### src/rsc_pkg.sv
// Constants and types for the reset source controller
package rsc_pkg;
	localparam int ADDR_W = 4;
	localparam int DATA_W = 32;
	localparam logic [ADDR_W-1:0] REG_SRC = 4'h0;
	localparam logic [ADDR_W-1:0] REG_MON = 4'h4;
	localparam logic [ADDR_W-1:0] REG_LIVE = 4'h8;
	localparam int SRC_MON_SEL = 0;
	localparam int SRC_POR = 1;
	localparam int SRC_MCD = 2;
	localparam int SRC_COMP = 3;
	localparam int SRC_SW = 4;
	localparam int SRC_FERR = 5;
	localparam int SRC_WDT = 6;
	localparam int SRC_PIN = 7;
	localparam int MON_EN_BIT = 0;
	localparam int LIVE_SUPPLY_LOW = 0;
	localparam int LIVE_COMP_BELOW = 1;
	localparam int LIVE_PIN_LOW = 2;
	localparam int LIVE_IN_RESET = 3;
	localparam int LIVE_PIN_DRIVE = 4;
	localparam logic [7:0] PORT_RESET_VAL = 8'hFF;
	localparam logic [15:0] RESET_PC = 16'h0000;
	localparam logic [15:0] USER_TOP = 16'h1FFF;
	localparam logic [DATA_W-1:0] ZERO_WORD = 32'h0000_0000;
	localparam int CLK_PERIOD_NS = 100;
	localparam int POR_DELAY_NS = 300000;
	localparam int MIN_RESET_NS = 1000;
	localparam int CNT_W = 12;
	localparam logic [CNT_W-1:0] POR_DELAY_CYC = CNT_W'((POR_DELAY_NS + CLK_PERIOD_NS - 1) / CLK_PERIOD_NS);
	localparam logic [CNT_W-1:0] MIN_RESET_CYC = CNT_W'((MIN_RESET_NS + CLK_PERIOD_NS - 1) / CLK_PERIOD_NS);
	localparam logic [CNT_W-1:0] CNT_ZERO = 12'h000;
	localparam logic [CNT_W-1:0] CNT_ONE = 12'h001;

	typedef enum logic [1:0] {ST_RUN, ST_HOLD, ST_DELAY} rsc_state_t;
	typedef enum logic [2:0] {
		CAUSE_POR, CAUSE_SUPPLY, CAUSE_PIN, CAUSE_MCD,
		CAUSE_COMP, CAUSE_WDT, CAUSE_FLASH, CAUSE_SW
	} rsc_cause_t;
	typedef enum logic [1:0] {FOP_READ, FOP_WRITE, FOP_ERASE, FOP_FETCH} rsc_flash_op_t;

	typedef struct packed {
		logic valid;
		rsc_flash_op_t op;
		logic [15:0] addr;
		logic secure_block;
	} rsc_flash_req_t;

	typedef struct packed {
		logic grant;
		rsc_flash_op_t op;
	} rsc_flash_ans_t;

	typedef struct packed {
		logic start;
		logic wdt_enable;
		logic clk_internal;
		logic [15:0] pc;
	} rsc_exit_t;
endpackage : rsc_pkg

### src/rsc_reset_source_controller.sv
// Reset source controller: merges reset sources, records cause, Avalon-MM registers
// Functional notes
// - In reset: core halted, registers at reset values, pins known, interrupts and timers off.
// - Data memory untouched by reset; stack pointer reinitialised by the core.
// - Port latches forced to all ones, open-drain low drive, weak pullups always on.
// - Power-on and supply resets drive the reset pin low while in reset.
// - Exit: program counter cleared, watchdog enabled, internal oscillator, fetch from zero.
// - Power-on and supply resets set power-on flag bit 1; other sources clear it.
// - Power-on leaves supply monitor enabled and selected.
// - Enabled selected monitor holds reset while supply is low, releases on recovery.
// - After a supply reset the power-on flag reads one.
// - Supply reset exit skips the power-on release delay.
// - No reset changes monitor enable or selection.
// - Flash write or erase is dropped while monitor is disabled.
// - Selecting an unsettled monitor may reset; software waits unless flash routines exist.
// - External low on reset pin resets; pin flag set on exit.
// - Missing clock timeout resets, flag one after it, pin not driven.
// - Writing the missing-clock bit enables or disables the detector.
// - Enabled comparator below condition resets, flag one after it, pin not driven.
// - Watchdog timeout resets and sets watchdog flag, pin not driven.
// - Illegal or secured flash access resets and sets flash error flag.
// - Writing the software bit resets; flag reads one after.
//
// The register addresses and register access over Avalon-MM are this design's own decisions.
`timescale 1ns/100ps
module rsc_reset_source_controller (
	input wire logic CLK,
	input wire logic SYS_RST,
	input wire logic CE,
	input wire logic [rsc_pkg::ADDR_W-1:0] AVS_ADDRESS,
	input wire logic AVS_READ,
	input wire logic AVS_WRITE,
	input wire logic [rsc_pkg::DATA_W-1:0] AVS_WRITEDATA,
	input wire logic [3:0] AVS_BYTEENABLE,
	output logic [rsc_pkg::DATA_W-1:0] AVS_READDATA,
	output logic AVS_WAITREQUEST,
	input wire logic RST_PIN_N_IN,
	output logic RST_PIN_N_OUT,
	output logic RST_PIN_N_OE_N,
	input wire logic SUPPLY_LOW,
	input wire logic MCD_TIMEOUT,
	input wire logic COMP_BELOW,
	input wire logic WDT_TIMEOUT,
	input wire rsc_pkg::rsc_flash_req_t FLASH_REQ,
	output rsc_pkg::rsc_flash_ans_t FLASH_ANS,
	output logic CORE_RST,
	output logic PORT_FORCE,
	output logic [7:0] PORT_LATCH,
	output logic WEAK_PULLUP_EN,
	output rsc_pkg::rsc_exit_t EXIT
);
	import rsc_pkg::*;

	rsc_state_t state_r;
	rsc_state_t state_nxt;
	rsc_cause_t cause_r;
	rsc_cause_t cause_nxt;
	rsc_cause_t trip_cause;
	logic [CNT_W-1:0] cnt_r;
	logic [CNT_W-1:0] cnt_nxt;
	logic exit_now;
	logic trip;
	logic hold_active;
	logic mon_en_r;
	logic mon_sel_r;
	logic mcd_en_r;
	logic comp_en_r;
	logic sw_req_r;
	logic por_f_r;
	logic pin_f_r;
	logic mcd_f_r;
	logic comp_f_r;
	logic wdt_f_r;
	logic ferr_f_r;
	logic sw_f_r;
	logic pin_low;
	logic supply_trip;
	logic flash_bad;
	logic flash_legal;
	logic bus_req;
	logic bus_do;
	logic wr_src;
	logic wr_mon;
	logic drive_nxt;
	logic [7:0] flag_set;
	logic [DATA_W-1:0] rd_nxt;

	// Source qualification
	assign pin_low = ~RST_PIN_N_IN & RST_PIN_N_OE_N;
	assign supply_trip = mon_en_r & mon_sel_r & SUPPLY_LOW;
	assign flash_legal = (FLASH_REQ.addr <= USER_TOP) & ~FLASH_REQ.secure_block;
	assign flash_bad = FLASH_REQ.valid & ~flash_legal;

	// Bus decode
	assign bus_req = AVS_READ | AVS_WRITE;
	assign bus_do = bus_req & ~AVS_WAITREQUEST;
	assign wr_src = bus_do & AVS_WRITE & AVS_BYTEENABLE[0] & (AVS_ADDRESS == REG_SRC);
	assign wr_mon = bus_do & AVS_WRITE & AVS_BYTEENABLE[0] & (AVS_ADDRESS == REG_MON);

	// Priority among simultaneous sources
	always_comb begin
		trip = 1'b1;
		trip_cause = CAUSE_SUPPLY;
		if (supply_trip) begin
			trip_cause = CAUSE_SUPPLY;
		end else if (pin_low) begin
			trip_cause = CAUSE_PIN;
		end else if (mcd_en_r & MCD_TIMEOUT) begin
			trip_cause = CAUSE_MCD;
		end else if (comp_en_r & COMP_BELOW) begin
			trip_cause = CAUSE_COMP;
		end else if (WDT_TIMEOUT) begin
			trip_cause = CAUSE_WDT;
		end else if (flash_bad) begin
			trip_cause = CAUSE_FLASH;
		end else if (sw_req_r) begin
			trip_cause = CAUSE_SW;
		end else begin
			trip = 1'b0;
		end
	end

	// Level sources keep the device in reset while still active
	always_comb begin
		case (cause_r)
			CAUSE_POR: hold_active = SUPPLY_LOW;
			CAUSE_SUPPLY: hold_active = SUPPLY_LOW;
			CAUSE_PIN: hold_active = ~RST_PIN_N_IN;
			CAUSE_COMP: hold_active = COMP_BELOW;
			default: hold_active = 1'b0;
		endcase
	end

	// Reset sequencer next state
	always_comb begin
		state_nxt = state_r;
		cause_nxt = cause_r;
		cnt_nxt = cnt_r;
		exit_now = 1'b0;
		case (state_r)
			ST_RUN: begin
				if (trip) begin
					state_nxt = ST_HOLD;
					cause_nxt = trip_cause;
					cnt_nxt = MIN_RESET_CYC;
				end
			end
			ST_HOLD: begin
				if (cnt_r != CNT_ZERO) begin
					cnt_nxt = cnt_r - CNT_ONE;
				end else if (!hold_active) begin
					if (cause_r == CAUSE_POR) begin
						state_nxt = ST_DELAY;
						cnt_nxt = POR_DELAY_CYC;
					end else begin
						state_nxt = ST_RUN;
						exit_now = 1'b1;
					end
				end
			end
			ST_DELAY: begin
				if (cnt_r != CNT_ZERO) begin
					cnt_nxt = cnt_r - CNT_ONE;
				end else begin
					state_nxt = ST_RUN;
					exit_now = 1'b1;
				end
			end
			default: begin
				state_nxt = ST_HOLD;
				cause_nxt = CAUSE_POR;
				cnt_nxt = MIN_RESET_CYC;
			end
		endcase
	end

	// Reset pin driven only for power-on and supply causes
	always_comb begin
		drive_nxt = 1'b0;
		if (state_nxt != ST_RUN) begin
			case (cause_nxt)
				CAUSE_POR: drive_nxt = 1'b1;
				CAUSE_SUPPLY: drive_nxt = 1'b1;
				default: drive_nxt = 1'b0;
			endcase
		end
	end

	// Sequencer state
	always_ff @(posedge CLK) begin
		if (SYS_RST) begin
			state_r <= ST_HOLD;
			cause_r <= CAUSE_POR;
			cnt_r <= MIN_RESET_CYC;
		end else if (CE) begin
			state_r <= state_nxt;
			cause_r <= cause_nxt;
			cnt_r <= cnt_nxt;
		end
	end

	// Core, pin and port controls
	always_ff @(posedge CLK) begin
		if (SYS_RST) begin
			CORE_RST <= 1'b1;
			RST_PIN_N_OUT <= 1'b0;
			RST_PIN_N_OE_N <= 1'b0;
			PORT_FORCE <= 1'b1;
			PORT_LATCH <= PORT_RESET_VAL;
			WEAK_PULLUP_EN <= 1'b1;
		end else if (CE) begin
			CORE_RST <= (state_nxt != ST_RUN);
			RST_PIN_N_OUT <= 1'b0;
			RST_PIN_N_OE_N <= ~drive_nxt;
			PORT_FORCE <= (state_nxt != ST_RUN);
			PORT_LATCH <= PORT_RESET_VAL;
			WEAK_PULLUP_EN <= 1'b1;
		end
	end

	// Exit strobe
	always_ff @(posedge CLK) begin
		if (SYS_RST) begin
			EXIT <= '0;
		end else if (CE) begin
			EXIT.start <= exit_now;
			EXIT.wdt_enable <= exit_now;
			EXIT.clk_internal <= exit_now;
			EXIT.pc <= RESET_PC;
		end
	end

	// Cause to flag position
	always_comb begin
		flag_set = 8'h00;
		case (cause_r)
			CAUSE_POR: flag_set[SRC_POR] = 1'b1;
			CAUSE_SUPPLY: flag_set[SRC_POR] = 1'b1;
			CAUSE_PIN: flag_set[SRC_PIN] = 1'b1;
			CAUSE_MCD: flag_set[SRC_MCD] = 1'b1;
			CAUSE_COMP: flag_set[SRC_COMP] = 1'b1;
			CAUSE_WDT: flag_set[SRC_WDT] = 1'b1;
			CAUSE_FLASH: flag_set[SRC_FERR] = 1'b1;
			CAUSE_SW: flag_set[SRC_SW] = 1'b1;
			default: flag_set = 8'h00;
		endcase
	end

	// Cause flags captured on release
	always_ff @(posedge CLK) begin
		if (SYS_RST) begin
			por_f_r <= 1'b0;
			pin_f_r <= 1'b0;
			mcd_f_r <= 1'b0;
			comp_f_r <= 1'b0;
			wdt_f_r <= 1'b0;
			ferr_f_r <= 1'b0;
			sw_f_r <= 1'b0;
		end else if (CE && exit_now) begin
			por_f_r <= flag_set[SRC_POR];
			pin_f_r <= flag_set[SRC_PIN];
			mcd_f_r <= flag_set[SRC_MCD];
			comp_f_r <= flag_set[SRC_COMP];
			wdt_f_r <= flag_set[SRC_WDT];
			ferr_f_r <= flag_set[SRC_FERR];
			sw_f_r <= flag_set[SRC_SW];
		end
	end

	// Supply monitor enable and selection, untouched by device resets
	always_ff @(posedge CLK) begin
		if (SYS_RST) begin
			mon_en_r <= 1'b1;
			mon_sel_r <= 1'b1;
		end else if (CE) begin
			if (wr_mon) begin
				mon_en_r <= AVS_WRITEDATA[MON_EN_BIT];
			end
			if (wr_src) begin
				mon_sel_r <= AVS_WRITEDATA[SRC_MON_SEL];
			end
		end
	end

	// Detector and comparator enables, cleared by any reset
	always_ff @(posedge CLK) begin
		if (SYS_RST) begin
			mcd_en_r <= 1'b0;
			comp_en_r <= 1'b0;
		end else if (CE) begin
			if (state_r != ST_RUN) begin
				if (exit_now) begin
					mcd_en_r <= 1'b0;
					comp_en_r <= 1'b0;
				end
			end else if (wr_src) begin
				mcd_en_r <= AVS_WRITEDATA[SRC_MCD];
				comp_en_r <= AVS_WRITEDATA[SRC_COMP];
			end
		end
	end

	// Software reset request
	always_ff @(posedge CLK) begin
		if (SYS_RST) begin
			sw_req_r <= 1'b0;
		end else if (CE) begin
			if (wr_src && AVS_WRITEDATA[SRC_SW] && state_r == ST_RUN) begin
				sw_req_r <= 1'b1;
			end else if (state_r != ST_RUN) begin
				sw_req_r <= 1'b0;
			end
		end
	end

	// Flash request gating
	always_ff @(posedge CLK) begin
		if (SYS_RST) begin
			FLASH_ANS <= '0;
		end else if (CE) begin
			FLASH_ANS.op <= FLASH_REQ.op;
			if (FLASH_REQ.op == FOP_WRITE || FLASH_REQ.op == FOP_ERASE) begin
				FLASH_ANS.grant <= FLASH_REQ.valid & flash_legal & mon_en_r & (state_r == ST_RUN);
			end else begin
				FLASH_ANS.grant <= FLASH_REQ.valid & flash_legal & (state_r == ST_RUN);
			end
		end
	end

	// Read mux
	always_comb begin
		rd_nxt = ZERO_WORD;
		case (AVS_ADDRESS)
			REG_SRC: begin
				rd_nxt[SRC_MON_SEL] = mon_sel_r;
				rd_nxt[SRC_POR] = por_f_r;
				rd_nxt[SRC_MCD] = mcd_f_r;
				rd_nxt[SRC_COMP] = comp_f_r;
				rd_nxt[SRC_SW] = sw_f_r;
				rd_nxt[SRC_FERR] = ferr_f_r;
				rd_nxt[SRC_WDT] = wdt_f_r;
				rd_nxt[SRC_PIN] = pin_f_r;
			end
			REG_MON: begin
				rd_nxt[MON_EN_BIT] = mon_en_r;
			end
			REG_LIVE: begin
				rd_nxt[LIVE_SUPPLY_LOW] = SUPPLY_LOW;
				rd_nxt[LIVE_COMP_BELOW] = COMP_BELOW;
				rd_nxt[LIVE_PIN_LOW] = ~RST_PIN_N_IN;
				rd_nxt[LIVE_IN_RESET] = CORE_RST;
				rd_nxt[LIVE_PIN_DRIVE] = ~RST_PIN_N_OE_N;
			end
			default: begin
				rd_nxt = ZERO_WORD;
			end
		endcase
	end

	// Avalon slave: one wait cycle per access
	always_ff @(posedge CLK) begin
		if (SYS_RST) begin
			AVS_WAITREQUEST <= 1'b1;
			AVS_READDATA <= ZERO_WORD;
		end else if (CE) begin
			if (bus_req && AVS_WAITREQUEST) begin
				AVS_WAITREQUEST <= 1'b0;
				AVS_READDATA <= AVS_READ ? rd_nxt : ZERO_WORD;
			end else begin
				AVS_WAITREQUEST <= 1'b1;
			end
		end
	end
endmodule : rsc_reset_source_controller

### config.mk
export PLATFORM = sky130hd
export DESIGN_NAME = rsc_reset_source_controller
export DESIGN_NICKNAME = d
export VERILOG_FILES = /design/src/rsc_pkg.sv /design/src/rsc_reset_source_controller.sv
export SDC_FILE = /design/constraint.sdc
export NUM_CORES = 1
export LEC_CHECK = 0
export BUFFER_PORTS_ARGS = -buffer_cell sky130_fd_sc_hd__buf_2
export CORE_MARGIN = 1
export CORE_UTILIZATION = 47
export CTS_BUF_LIST = sky130_fd_sc_hd__clkbuf_16
export DETAILED_ROUTE_END_ITERATION = 10
export MAX_ROUTING_LAYER = met4
export PLACE_DENSITY = 0.84
export SETUP_SLACK_MARGIN = 0.3
export SYNTH_ARGS = -nofsm -noshare
export SYNTH_HDL_FRONTEND = slang
export SYNTH_SLANG_ARGS = --single-unit
### constraint.sdc
create_clock -name CLK -period 2.3 [get_ports CLK]
set_clock_uncertainty 0.15 [all_clocks]
set_input_delay 0.46 -clock CLK [delete_from_list [all_inputs] [get_ports CLK]]
set_output_delay 0.46 -clock CLK [all_outputs]
set_load 0.02 [all_outputs]
== Word-level counts from Yosys, hierarchy flattened ==
Index checks and enable logic that the tools add are counted.
Widths: inputs -> output; s select.
Word-level totals
  bits in registers: 68
  bits of input ports: 70
  word-level logic and storage cells: 145
Operators by class
  add/sub/neg operators: 1
  $lt $le $gt $ge: 1
  equality and inequality tests: 19
  mux-type cells: 56
  bitwise logic cells: 23
  reduce and logical (&&, ||, !) cells: 23
Operators with widths (number)
  $mux 12: 5
  $pmux 12 s3: 1
  $mux 1: 29
  $mux 3: 9
  $and 1x1->1: 16
  $le 16x13->1 const B: 1
  $eq 3x3->1 const B: 4
  $reduce_bool 12->1: 1
  $sub 12x1->12 const B: 1
  $mux 2: 5
  $mux 8: 1
  $pmux 4 s2: 1
  $reduce_and 2->1: 4
  $reduce_bool 2->1: 4
  $eq 3x1->1 const B: 2
  $eq 3x2->1 const B: 2
  $logic_not 3->1: 2
  $ne 2x2->1 const B: 3
  $ne 3x3->1 const B: 2
  $not 1->1: 6
  $pmux 1 s3: 2
  $pmux 2 s3: 1
  $pmux 3 s2: 1
  $reduce_or 2->1: 3
  12 further kinds: 17

== Logic depth before layout (Yosys ltp) ==
Gate-level depths: netlist of the first run.
  depth in word-level cells: 17
  gate-level depth with buffers: 9
  mapped depth without buffers: 8

== Worst setup path before layout of the first run ==
Ideal clock, no wire load.
  path kind: reg-to-reg
  start point: register state_r[1]
  end point: register wdt_f_r
  setup time: 70 ps
  arrival time: 1929 ps
  data required time: 2080 ps
  slack: 152 ps
  cell stages (with the launch flop): 10
  buffers on the path: 1
  clock period less this slack: 2148 ps
  cells stage by stage: dfxtp_1 inv_1 ha_1 inv_1 o41ai_1 nor3b_2 nand2_2 buf_6 or3_1 a21oi_1
On the way
  word-level cells in the longest chain between the ends: 3
  elaborated cells between the ends (all ways): 4
RTL lines
  start, declared: line rsc_reset_source_controller.sv:54  | rsc_state_t state_r;
  start signal, assigned: line rsc_reset_source_controller.sv:196  | state_r <= state_nxt;
  $eq 2x2->1 or $eq 2x1->1 (tied branches): line rsc_reset_source_controller.sv:140  | case (state_r)
  $pmux 1 s2 *: line rsc_reset_source_controller.sv:140
  $logic_and 1x1->1 *: line rsc_reset_source_controller.sv:259  | end else if (CE && exit_now) begin
  end signal, assigned: line rsc_reset_source_controller.sv:264  | wdt_f_r <= flag_set[SRC_WDT];
  end, declared: line rsc_reset_source_controller.sv:73  | logic wdt_f_r;
Every way passes the cells marked *; elsewhere a longest branch is shown, timed or not.
A chain may end at the register's enable or synchronous reset.

== Final worst setup path of the first run ==
  start point: register cnt_r[0]
  end point: register state_r[1]
On the way
  word-level cells in the longest chain between the ends: 3
  elaborated cells between the ends (all ways): 4
RTL lines
  start, declared: line rsc_reset_source_controller.sv:59  | logic [CNT_W-1:0] cnt_r;
  start signal, assigned: line rsc_reset_source_controller.sv:198  | cnt_r <= cnt_nxt;
  $reduce_bool 12->1 *: line rsc_reset_source_controller.sv:149, rsc_reset_source_controller.sv:162
  $mux 2, on equally long branches: line rsc_reset_source_controller.sv:162, rsc_reset_source_controller.sv:149
  $pmux 2 s3 *: line rsc_reset_source_controller.sv:140
Marked as above.

==> metrics.txt, run 1 <==
max-slew violations=0; cell area power density=~600 mW/mm²; Crit path arrival time=between 2 and 2.5 ns; ANT nets after route=0; sequential fraction of the synthesis area=0.308; post-synth top area share=0.308; via count=about 2800; CP top delay family=compound AO/OA/AOI/OAI gates; gr usage total=0.231; CP max stage delay=around 0.46 ns; IO Pins=approximately 140; DR vias/cell=between 5 and 6; internal power=roughly 1.5 mW; Slew @ Worst Pin=0.788 ns; overall power after layout=approximately 2.1 mW; CTS tree=yes; pre-CTS setup slack=-0.00242 ns; Syn. warnings=0; area of the core=just under 0.006 mm²; HP Class=primary input to flop; Total Wirelength=about 7.6 mm; worst path cell trace=inv_2 > ha_4 > nor4b_4 > nand4_4 > o41ai_2 > a311o_1 > o31a_2 > a21oi_1; total gr overflow=0; clk buf depth=2; chip width=between 80 and 90 µm; Yosys top cell by area=dfxtp_1; post-synthesis register bit count=between 40 and 50; Avg WL per Cell=15.0 µm; Worst Setup Path Type=flop to flop; routing usage on met1=0.290; Synth area leaders=dfxtp_1 (31%), buf_4 (14%), a21oi_1 (4.9%), nor2_1 (4.6%), nand2_1 (3.0%); Post-synth EDFFs=0; drt pass-1 iters=5; Worst-Skew Late Latency=roughly 0.29 ns; gpl congestion=around 0.94; placed inst area=between 0.003 and 0.004 mm²; P_leak=about 1.6 nW; critical path's slowest cell=o41ai_2; RSZ-0062 raised after global routing=yes; root buffer cell=clkbuf_16; # Max-Cap Violations=0; post-layout worst setup margin=roughly 0.08 ns; fin util=0.614; crit path capture type=flop; crit share post-route=0.964; antenna violations before repair=0; first-pass GRT wire length=around 11 mm; fraction of layout cells with a size suffix above 1=0.357; H-Tree Depth=2; M3 GR Usage=0.0320; Port Buffer Count=between 40 and 50; number of global-route vias before repair=2347; Final Critical Period=between 2 and 2.5 ns; VDD IR max=0.000437 V; switching share of power=0.302; nets@finish=503; DR iter-0 viols=162; largest net degree at the start of global routing=20; # setup viols final=0; Post-Syn Area per Cell=8.22 µm²; grt met2 use=0.374; Worst Path Buf+Inv=1; top_reg_cell synth=dfxtp_1; Syn-to-layout area delta=26.2%; sequential power share=0.382; Die Area=0.00640 mm²; CP startpoint kind=flop; FMAX=between 400 and 500 MHz; Logic pwr share=0.222; status=completed; total negative slack=0 ns; Starting Density=0.486; antenna cells=0; GRT Max-Usage Layer=met2; HPWL Detailed=~4.9 mm; Post-Syn Area=between 0.002 and 0.003 mm²; Reg clk slew, reported paths=approximately 0.06 ns; crit-path max FO=7; cts bufs inserted=5; die span in y=between 80 and 90 µm; clock share of power=0.396; CTS sink cnt=44; # DRC=0; Switch Pwr=between 600 and 700 µW; final instance area=between 0.003 and 0.004 mm²; Final Hold Fails=0; cell count after synthesis=~350; Crit path required time=between 2 and 2.5 ns; Rel. slew slack=0.472; Hold Buf Count CTS=0; Rows=28; asr flop ratio synth=0; Synth cell types=around 60
[flip-flops by register name (all words and copies together), names as in the netlist]
register	count
RST_PIN_N_OE_N	1
sw_f_r	1
FLASH_ANS	3
mcd_f_r	1
mon_sel_r	1
cnt_r	12
sw_req_r	1
ferr_f_r	1
wdt_f_r	1
PORT_FORCE	1
comp_en_r	1
cause_r	3
AVS_READDATA	8
mcd_en_r	1
pin_f_r	1
AVS_WAITREQUEST	1
mon_en_r	1
por_f_r	1
state_r	2
comp_f_r	1
EXIT	1
[Yosys cell counts (2+ instances only)]
cell / instances
buf_4: 54
dfxtp_1: 44
nor2_1: 35
a21oi_1: 28
nand2_1: 23
inv_1: 16
o21ai_0: 12
nor3_1: 9
a22oi_1: 8
nand3_1: 8
mux2i_1: 7
nor3b_1: 7
clkbuf_1: 6
ha_1: 6
or3_1: 6
buf_6: 4
nand2b_1: 4
nand4_1: 4
o221a_2: 4
a211oi_1: 3
o41ai_1: 3
or4_1: 3
a21o_1: 2
a2bb2oi_1: 2
a31o_2: 2
a31oi_1: 2
a32oi_1: 2
and3_1: 2
clkbuf_8: 2
clkinv_1: 2
conb_1: 2
mux2_2: 2
nand4b_1: 2
nor4_1: 2
o211ai_1: 2
o21bai_1: 2
xnor2_1: 2
[power groups by stage]
stage	Sequential, mW	Clock [mW]	Combinational, mW
6_report	0.809	0.837	0.470
5_1_grt	0.811	0.875	0.504
4_1_cts	0.808	0.847	0.430
3_5_place_dp	0.825	0	0.396
3_3_place_gp	0.825	0	0.388
2_1_floorplan	0.832	0	0.344
[layer usage]
layer | up-vias | routed length, µm
li1 | 1301 | -
met1 | 1313 | 3210
met2 | 123 | 3800
met3 | 16 | 405
met4 | 0 | 154
met5 | - | 0
[per-stage QoR]
stage / std cells / hold slack (ns)
final: 503 / 0.249
after CTS: 499 / 0.251
after global placement: 476 / 0.291
after detailed placement: 476 / 0.297
after global routing: 503 / 0.253
after floorplan: 396 / 0.279
[worst paths after layout]
check / from / endpoint / slack [ns] / cells after the start
worst max-delay path: cnt_r[0] / state_r[1] / 0.08 / 8
worst min-delay path: AVS_WRITEDATA[3] / comp_en_r / 0.25 / 2
worst max register to register: cnt_r[0] / state_r[1] / 0.08 / 8
worst min register to register: por_f_r / por_f_r / 0.32 / 2
[kinds of logic after synthesis]
family | count (synthesis) | share of synthesized area
AO/OA/AOI/OAI | 85 | 0.205
adder cells (fa/ha/maj) | 6 | 0.0262
flip-flops | 44 | 0.308
AND/OR/NAND/NOR | 115 | 0.220
buffers and inverters | 85 | 0.200
multiplexers | 9 | 0.0324
other | 2 | 0.00262
XOR/XNOR | 2 | 0.00612
[worst register-to-register path, cell delays in order, from the launching register on]
cell     delay [ns]
dfxtp_2        0.33
inv_2          0.08
ha_4           0.13
nor4b_4        0.23
nand4_4        0.21
o41ai_2        0.47
a311o_1        0.23
o31a_2         0.20
a21oi_1        0.08
[layout by cell type, fill, tap and decap left out, types with 3 or more instances in the layout]
master	Yosys	final
a21oi_1	28	22
a21oi_2	0	5
a22oi_1	8	8
buf_2	1	43
buf_4	54	43
buf_6	4	4
clkbuf_16	0	5
conb_1	2	50
dfxtp_1	44	38
dfxtp_2	0	5
ha_1	6	3
inv_1	16	12
inv_2	0	4
mux2i_1	7	7
nand2_1	23	23
nand3_1	8	8
nand4_1	4	4
nor2_1	35	34
nor3_1	9	9
nor3b_1	7	6
o21ai_0	12	10
o221a_2	4	4
or3_1	6	3
or3_4	0	4
[cell type report]
| type | instances | area (µm²) |
|---|---|---|
| fill | 469 | 2270 |
| multi-input combinational | 268 | 1800 |
| sequential | 44 | 891 |
| timing repair buffer | 90 | 583 |
| clock buffer | 5 | 125 |
| tap | 75 | 93.8 |
| inverter | 18 | 67.6 |
| clock inverter | 3 | 47.5 |
[what timing repair did]
action | CTS | global route
buffers inserted | 14 | 4
resized for setup | 21 | 21
pin swaps | 14 | 11
gates cloned | 1 | 0
setup endpoints to repair | 25 | 27
Power figures use the tool's default switching activity.
==> run 2: changes to the inputs <==
--- a/config.mk
+++ b/config.mk
@@ -5,13 +5,13 @@
 export SDC_FILE = /design/constraint.sdc
 export NUM_CORES = 1
 export LEC_CHECK = 0
-export BUFFER_PORTS_ARGS = -buffer_cell sky130_fd_sc_hd__buf_2
 export CORE_MARGIN = 1
-export CORE_UTILIZATION = 47
+export CORE_UTILIZATION = 55
 export CTS_BUF_LIST = sky130_fd_sc_hd__clkbuf_16
 export DETAILED_ROUTE_END_ITERATION = 10
+export DONT_BUFFER_PORTS = 1
 export MAX_ROUTING_LAYER = met4
-export PLACE_DENSITY = 0.84
+export PLACE_DENSITY = 0.73
 export SETUP_SLACK_MARGIN = 0.3
 export SYNTH_ARGS = -nofsm -noshare
 export SYNTH_HDL_FRONTEND = slang
==> run 2 against run 1 <==
- power shrank 7.6%
- flip-flop and latch count is the same
- utilization grew 9.1 points
- clock power shrank 16%
- critical path depth grew 1
- routed wire length shrank 1.4%
- maximum frequency shrank 2.3%
- largest power group is now registers
- hold slack lost 0.17 ns
- combinational power shrank 8.1%
- critical endpoint is now RST_PIN_N_OE_N
==> metrics.txt, run 2 (synthesis gave the netlist of run 1 again) <==
status=completed; HP Class=primary input to flop; CTS tree=yes; CP startpoint kind=flop; r2r startpoint=cnt_r[0]; H-Tree Depth=2 (unchanged); root buffer cell=clkbuf_16; area of the core=0.00485 mm² (-18%); gr usage total=0.271 (+0.0409); crit path capture type=flop; worst path cell trace=inv_2 > ha_4 > nor4b_4 > nand4_4 > buf_12 > a2111oi_4 > inv_1 > o31a_2 > a21o_1; total gr overflow=0 (unchanged); first-pass GRT wire length=11.0 mm (-1.3%); area occupied by multi-input gates=0.00184 mm² (+1.7%); Avg WL per Cell=16.4 µm (+9.3%); number of global-route vias before repair=2371 (+1.0%); Syn-to-layout area delta=19.4%; FMAX=441 MHz (-2.3%); P_leak=1.41 nW (-11%); CTS sink cnt=44 (unchanged); crit-path max FO=4 (-3); worst reg2reg setup slack=0.03 ns (-0.05 ns); crit path from=cnt_r[0]; VDD IR max=0.000380 V (-13%); Reg2Reg Depth=9 (+1); Most flops, register=cnt_r; Rel. slew slack=0.508 (+0.0356); Rows=25 (-11%); Hold WS=0.0819 ns (-0.168 ns); Total Wirelength=7.46 mm (-1.4%); Port Buffer Count=0 (-100%); clk buf depth=2 (unchanged); via count=2652 (-3.7%); Worst-Skew Late Latency=0.29 ns (about the same); most frequent cells in the layout=conb_1 (50), buf_4 (45), dfxtp_1 (35), nor2_1 (32), nand2_1 (23); Final Hold Fails=0 (unchanged); Reg clk slew, reported paths=0.06 ns (about the same); DR iter-0 viols=282 (+74%); DR vias/cell=5.84 (+6.7%); largest net degree at the start of global routing=38 (+90%); Starting Density=0.590 (+0.104); # DRC=0 (unchanged); # Max-Cap Violations=0 (unchanged); IO Pins=138 (unchanged); ANT nets after route=0 (unchanged); critical path's slowest cell=o31a_2; pre-CTS setup slack=0.0487 ns (+0.0511 ns); nets@finish=462 (-8.2%); area taken by flip-flops and latches=895 µm² (+0.42%); drt pass-1 iters=6 (+1); most common cell after layout, fill and taps aside=conb_1; total negative slack=0 ns (unchanged); capture point of the worst reg-to-reg path=RST_PIN_N_OE_N; Largest regs=cnt_r: 12 flops, AVS_READDATA: 8 flops; antenna violations before repair=0 (unchanged); # setup viols final=0 (unchanged); Die Area=0.00550 mm² (-14%); Fillers=349 (-26%); CP Capture Point=RST_PIN_N_OE_N; die span in y=74.1 µm (-7.4%); Worst Setup Path Type=flop to flop; Crit path required time=2.33 ns (+0.02 ns); antenna cells=0 (unchanged); max FFs per register=12 (unchanged); crit share post-route=0.987 (+0.0224); gpl congestion=0.881 (-6.1%); fraction of layout cells with a size suffix above 1=0.302 (-0.0552); Final Critical Period=2.27 ns (+0.0516 ns); post-layout worst setup margin=0.0302 ns (-0.0516 ns); max-slew violations=0 (unchanged); cell area power density=572 mW/mm² (-2.3%); HPWL Detailed=4.67 mm (-3.8%); Crit path arrival time=2.30 ns (+0.07 ns); cts bufs inserted=5 (unchanged); Slew @ Worst Pin=0.735 ns (-0.0532 ns); chip width=74.1 µm (-7.4%); CP max stage delay=0.38 ns (-0.08 ns); RSZ-0062 raised after global routing=yes
==> run 2: changes by cell type in the layout (fill, tap and decap cells not counted), moves of 3 or more <==
| cell | previous run | this run |
|---|---|---|
| nor3b_2 | 0 | 3 |
| dfxtp_2 | 5 | 8 |
| dfxtp_1 | 38 | 35 |
| buf_2 | 43 | 0 |
==> run 2: through the flow <==
stage / util / std cells / cell area (µm²) / total power [mW]
finish: 0.705 / 454 / 3420 / 1.96
global route: 0.705 / 454 / 3420 / 2.02
CTS: 0.670 / 447 / 3250 / 1.90
detailed placement: 0.591 / 422 / 2860 / 1.17
global placement: 0.591 / 422 / 2860 / 1.16
floorplan: - / 396 / 3100 / 1.18
==> run 2: worst min path at each step <==
stage                         from    endpoint  slack [ns]  cells past startpoint
after floorplan           ferr_f_r    ferr_f_r        0.28                      2
after global placement      sw_f_r      sw_f_r        0.29                      2
after detailed placement   por_f_r     por_f_r        0.29                      2
after CTS                  SYS_RST  cause_r[0]        0.08                      1
after global routing       SYS_RST  state_r[1]        0.08                      1
final                      SYS_RST  cause_r[0]        0.08                      1
==> run 2: power by group <==
group | internal (mW) | switching (mW)
Clock | 0.399 | 0.305
Combinational | 0.171 | 0.261
Sequential | 0.786 | 0.0343
==> run 2: worst max-delay path: cells and delay by family, from the launching register on <==
kind	cells	cell delay [ns]
AND/OR/NAND/NOR	2	0.41
AO/OA/AOI/OAI	3	0.80
flip-flops	1	0.32
buffers and inverters	3	0.35
adder cells (fa/ha/maj)	1	0.14
==> run 2: cell type report <==
class | count | share of cell area
timing repair buffer | 49 | 0.115
multi-input combinational | 268 | 0.537
clock inverter | 3 | 0.00549
tap | 67 | 0.0245
clock buffer | 5 | 0.0366
sequential | 44 | 0.262
inverter | 18 | 0.0198
==> run 2: layer usage <==
layer / share of wire / routed length, µm / vias up / GRT usage
met2: 0.48 / 3570 / 161 / 0.435
met5: 0 / 0 / - / -
met1: 0.42 / 3130 / 1255 / 0.334
li1: - / - / 1215 / -
met3: 0.080 / 599 / 21 / 0.0420
met4: 0.022 / 161 / 0 / 0.126
==> run 2: what timing repair did <==
action	4_1_cts	5_1_grt
setup buffers	16	7
cloned	1	0
hold buffers	0	0
pin swaps	16	14
resized for setup	27	24
endpoints found under the setup margin	25	26
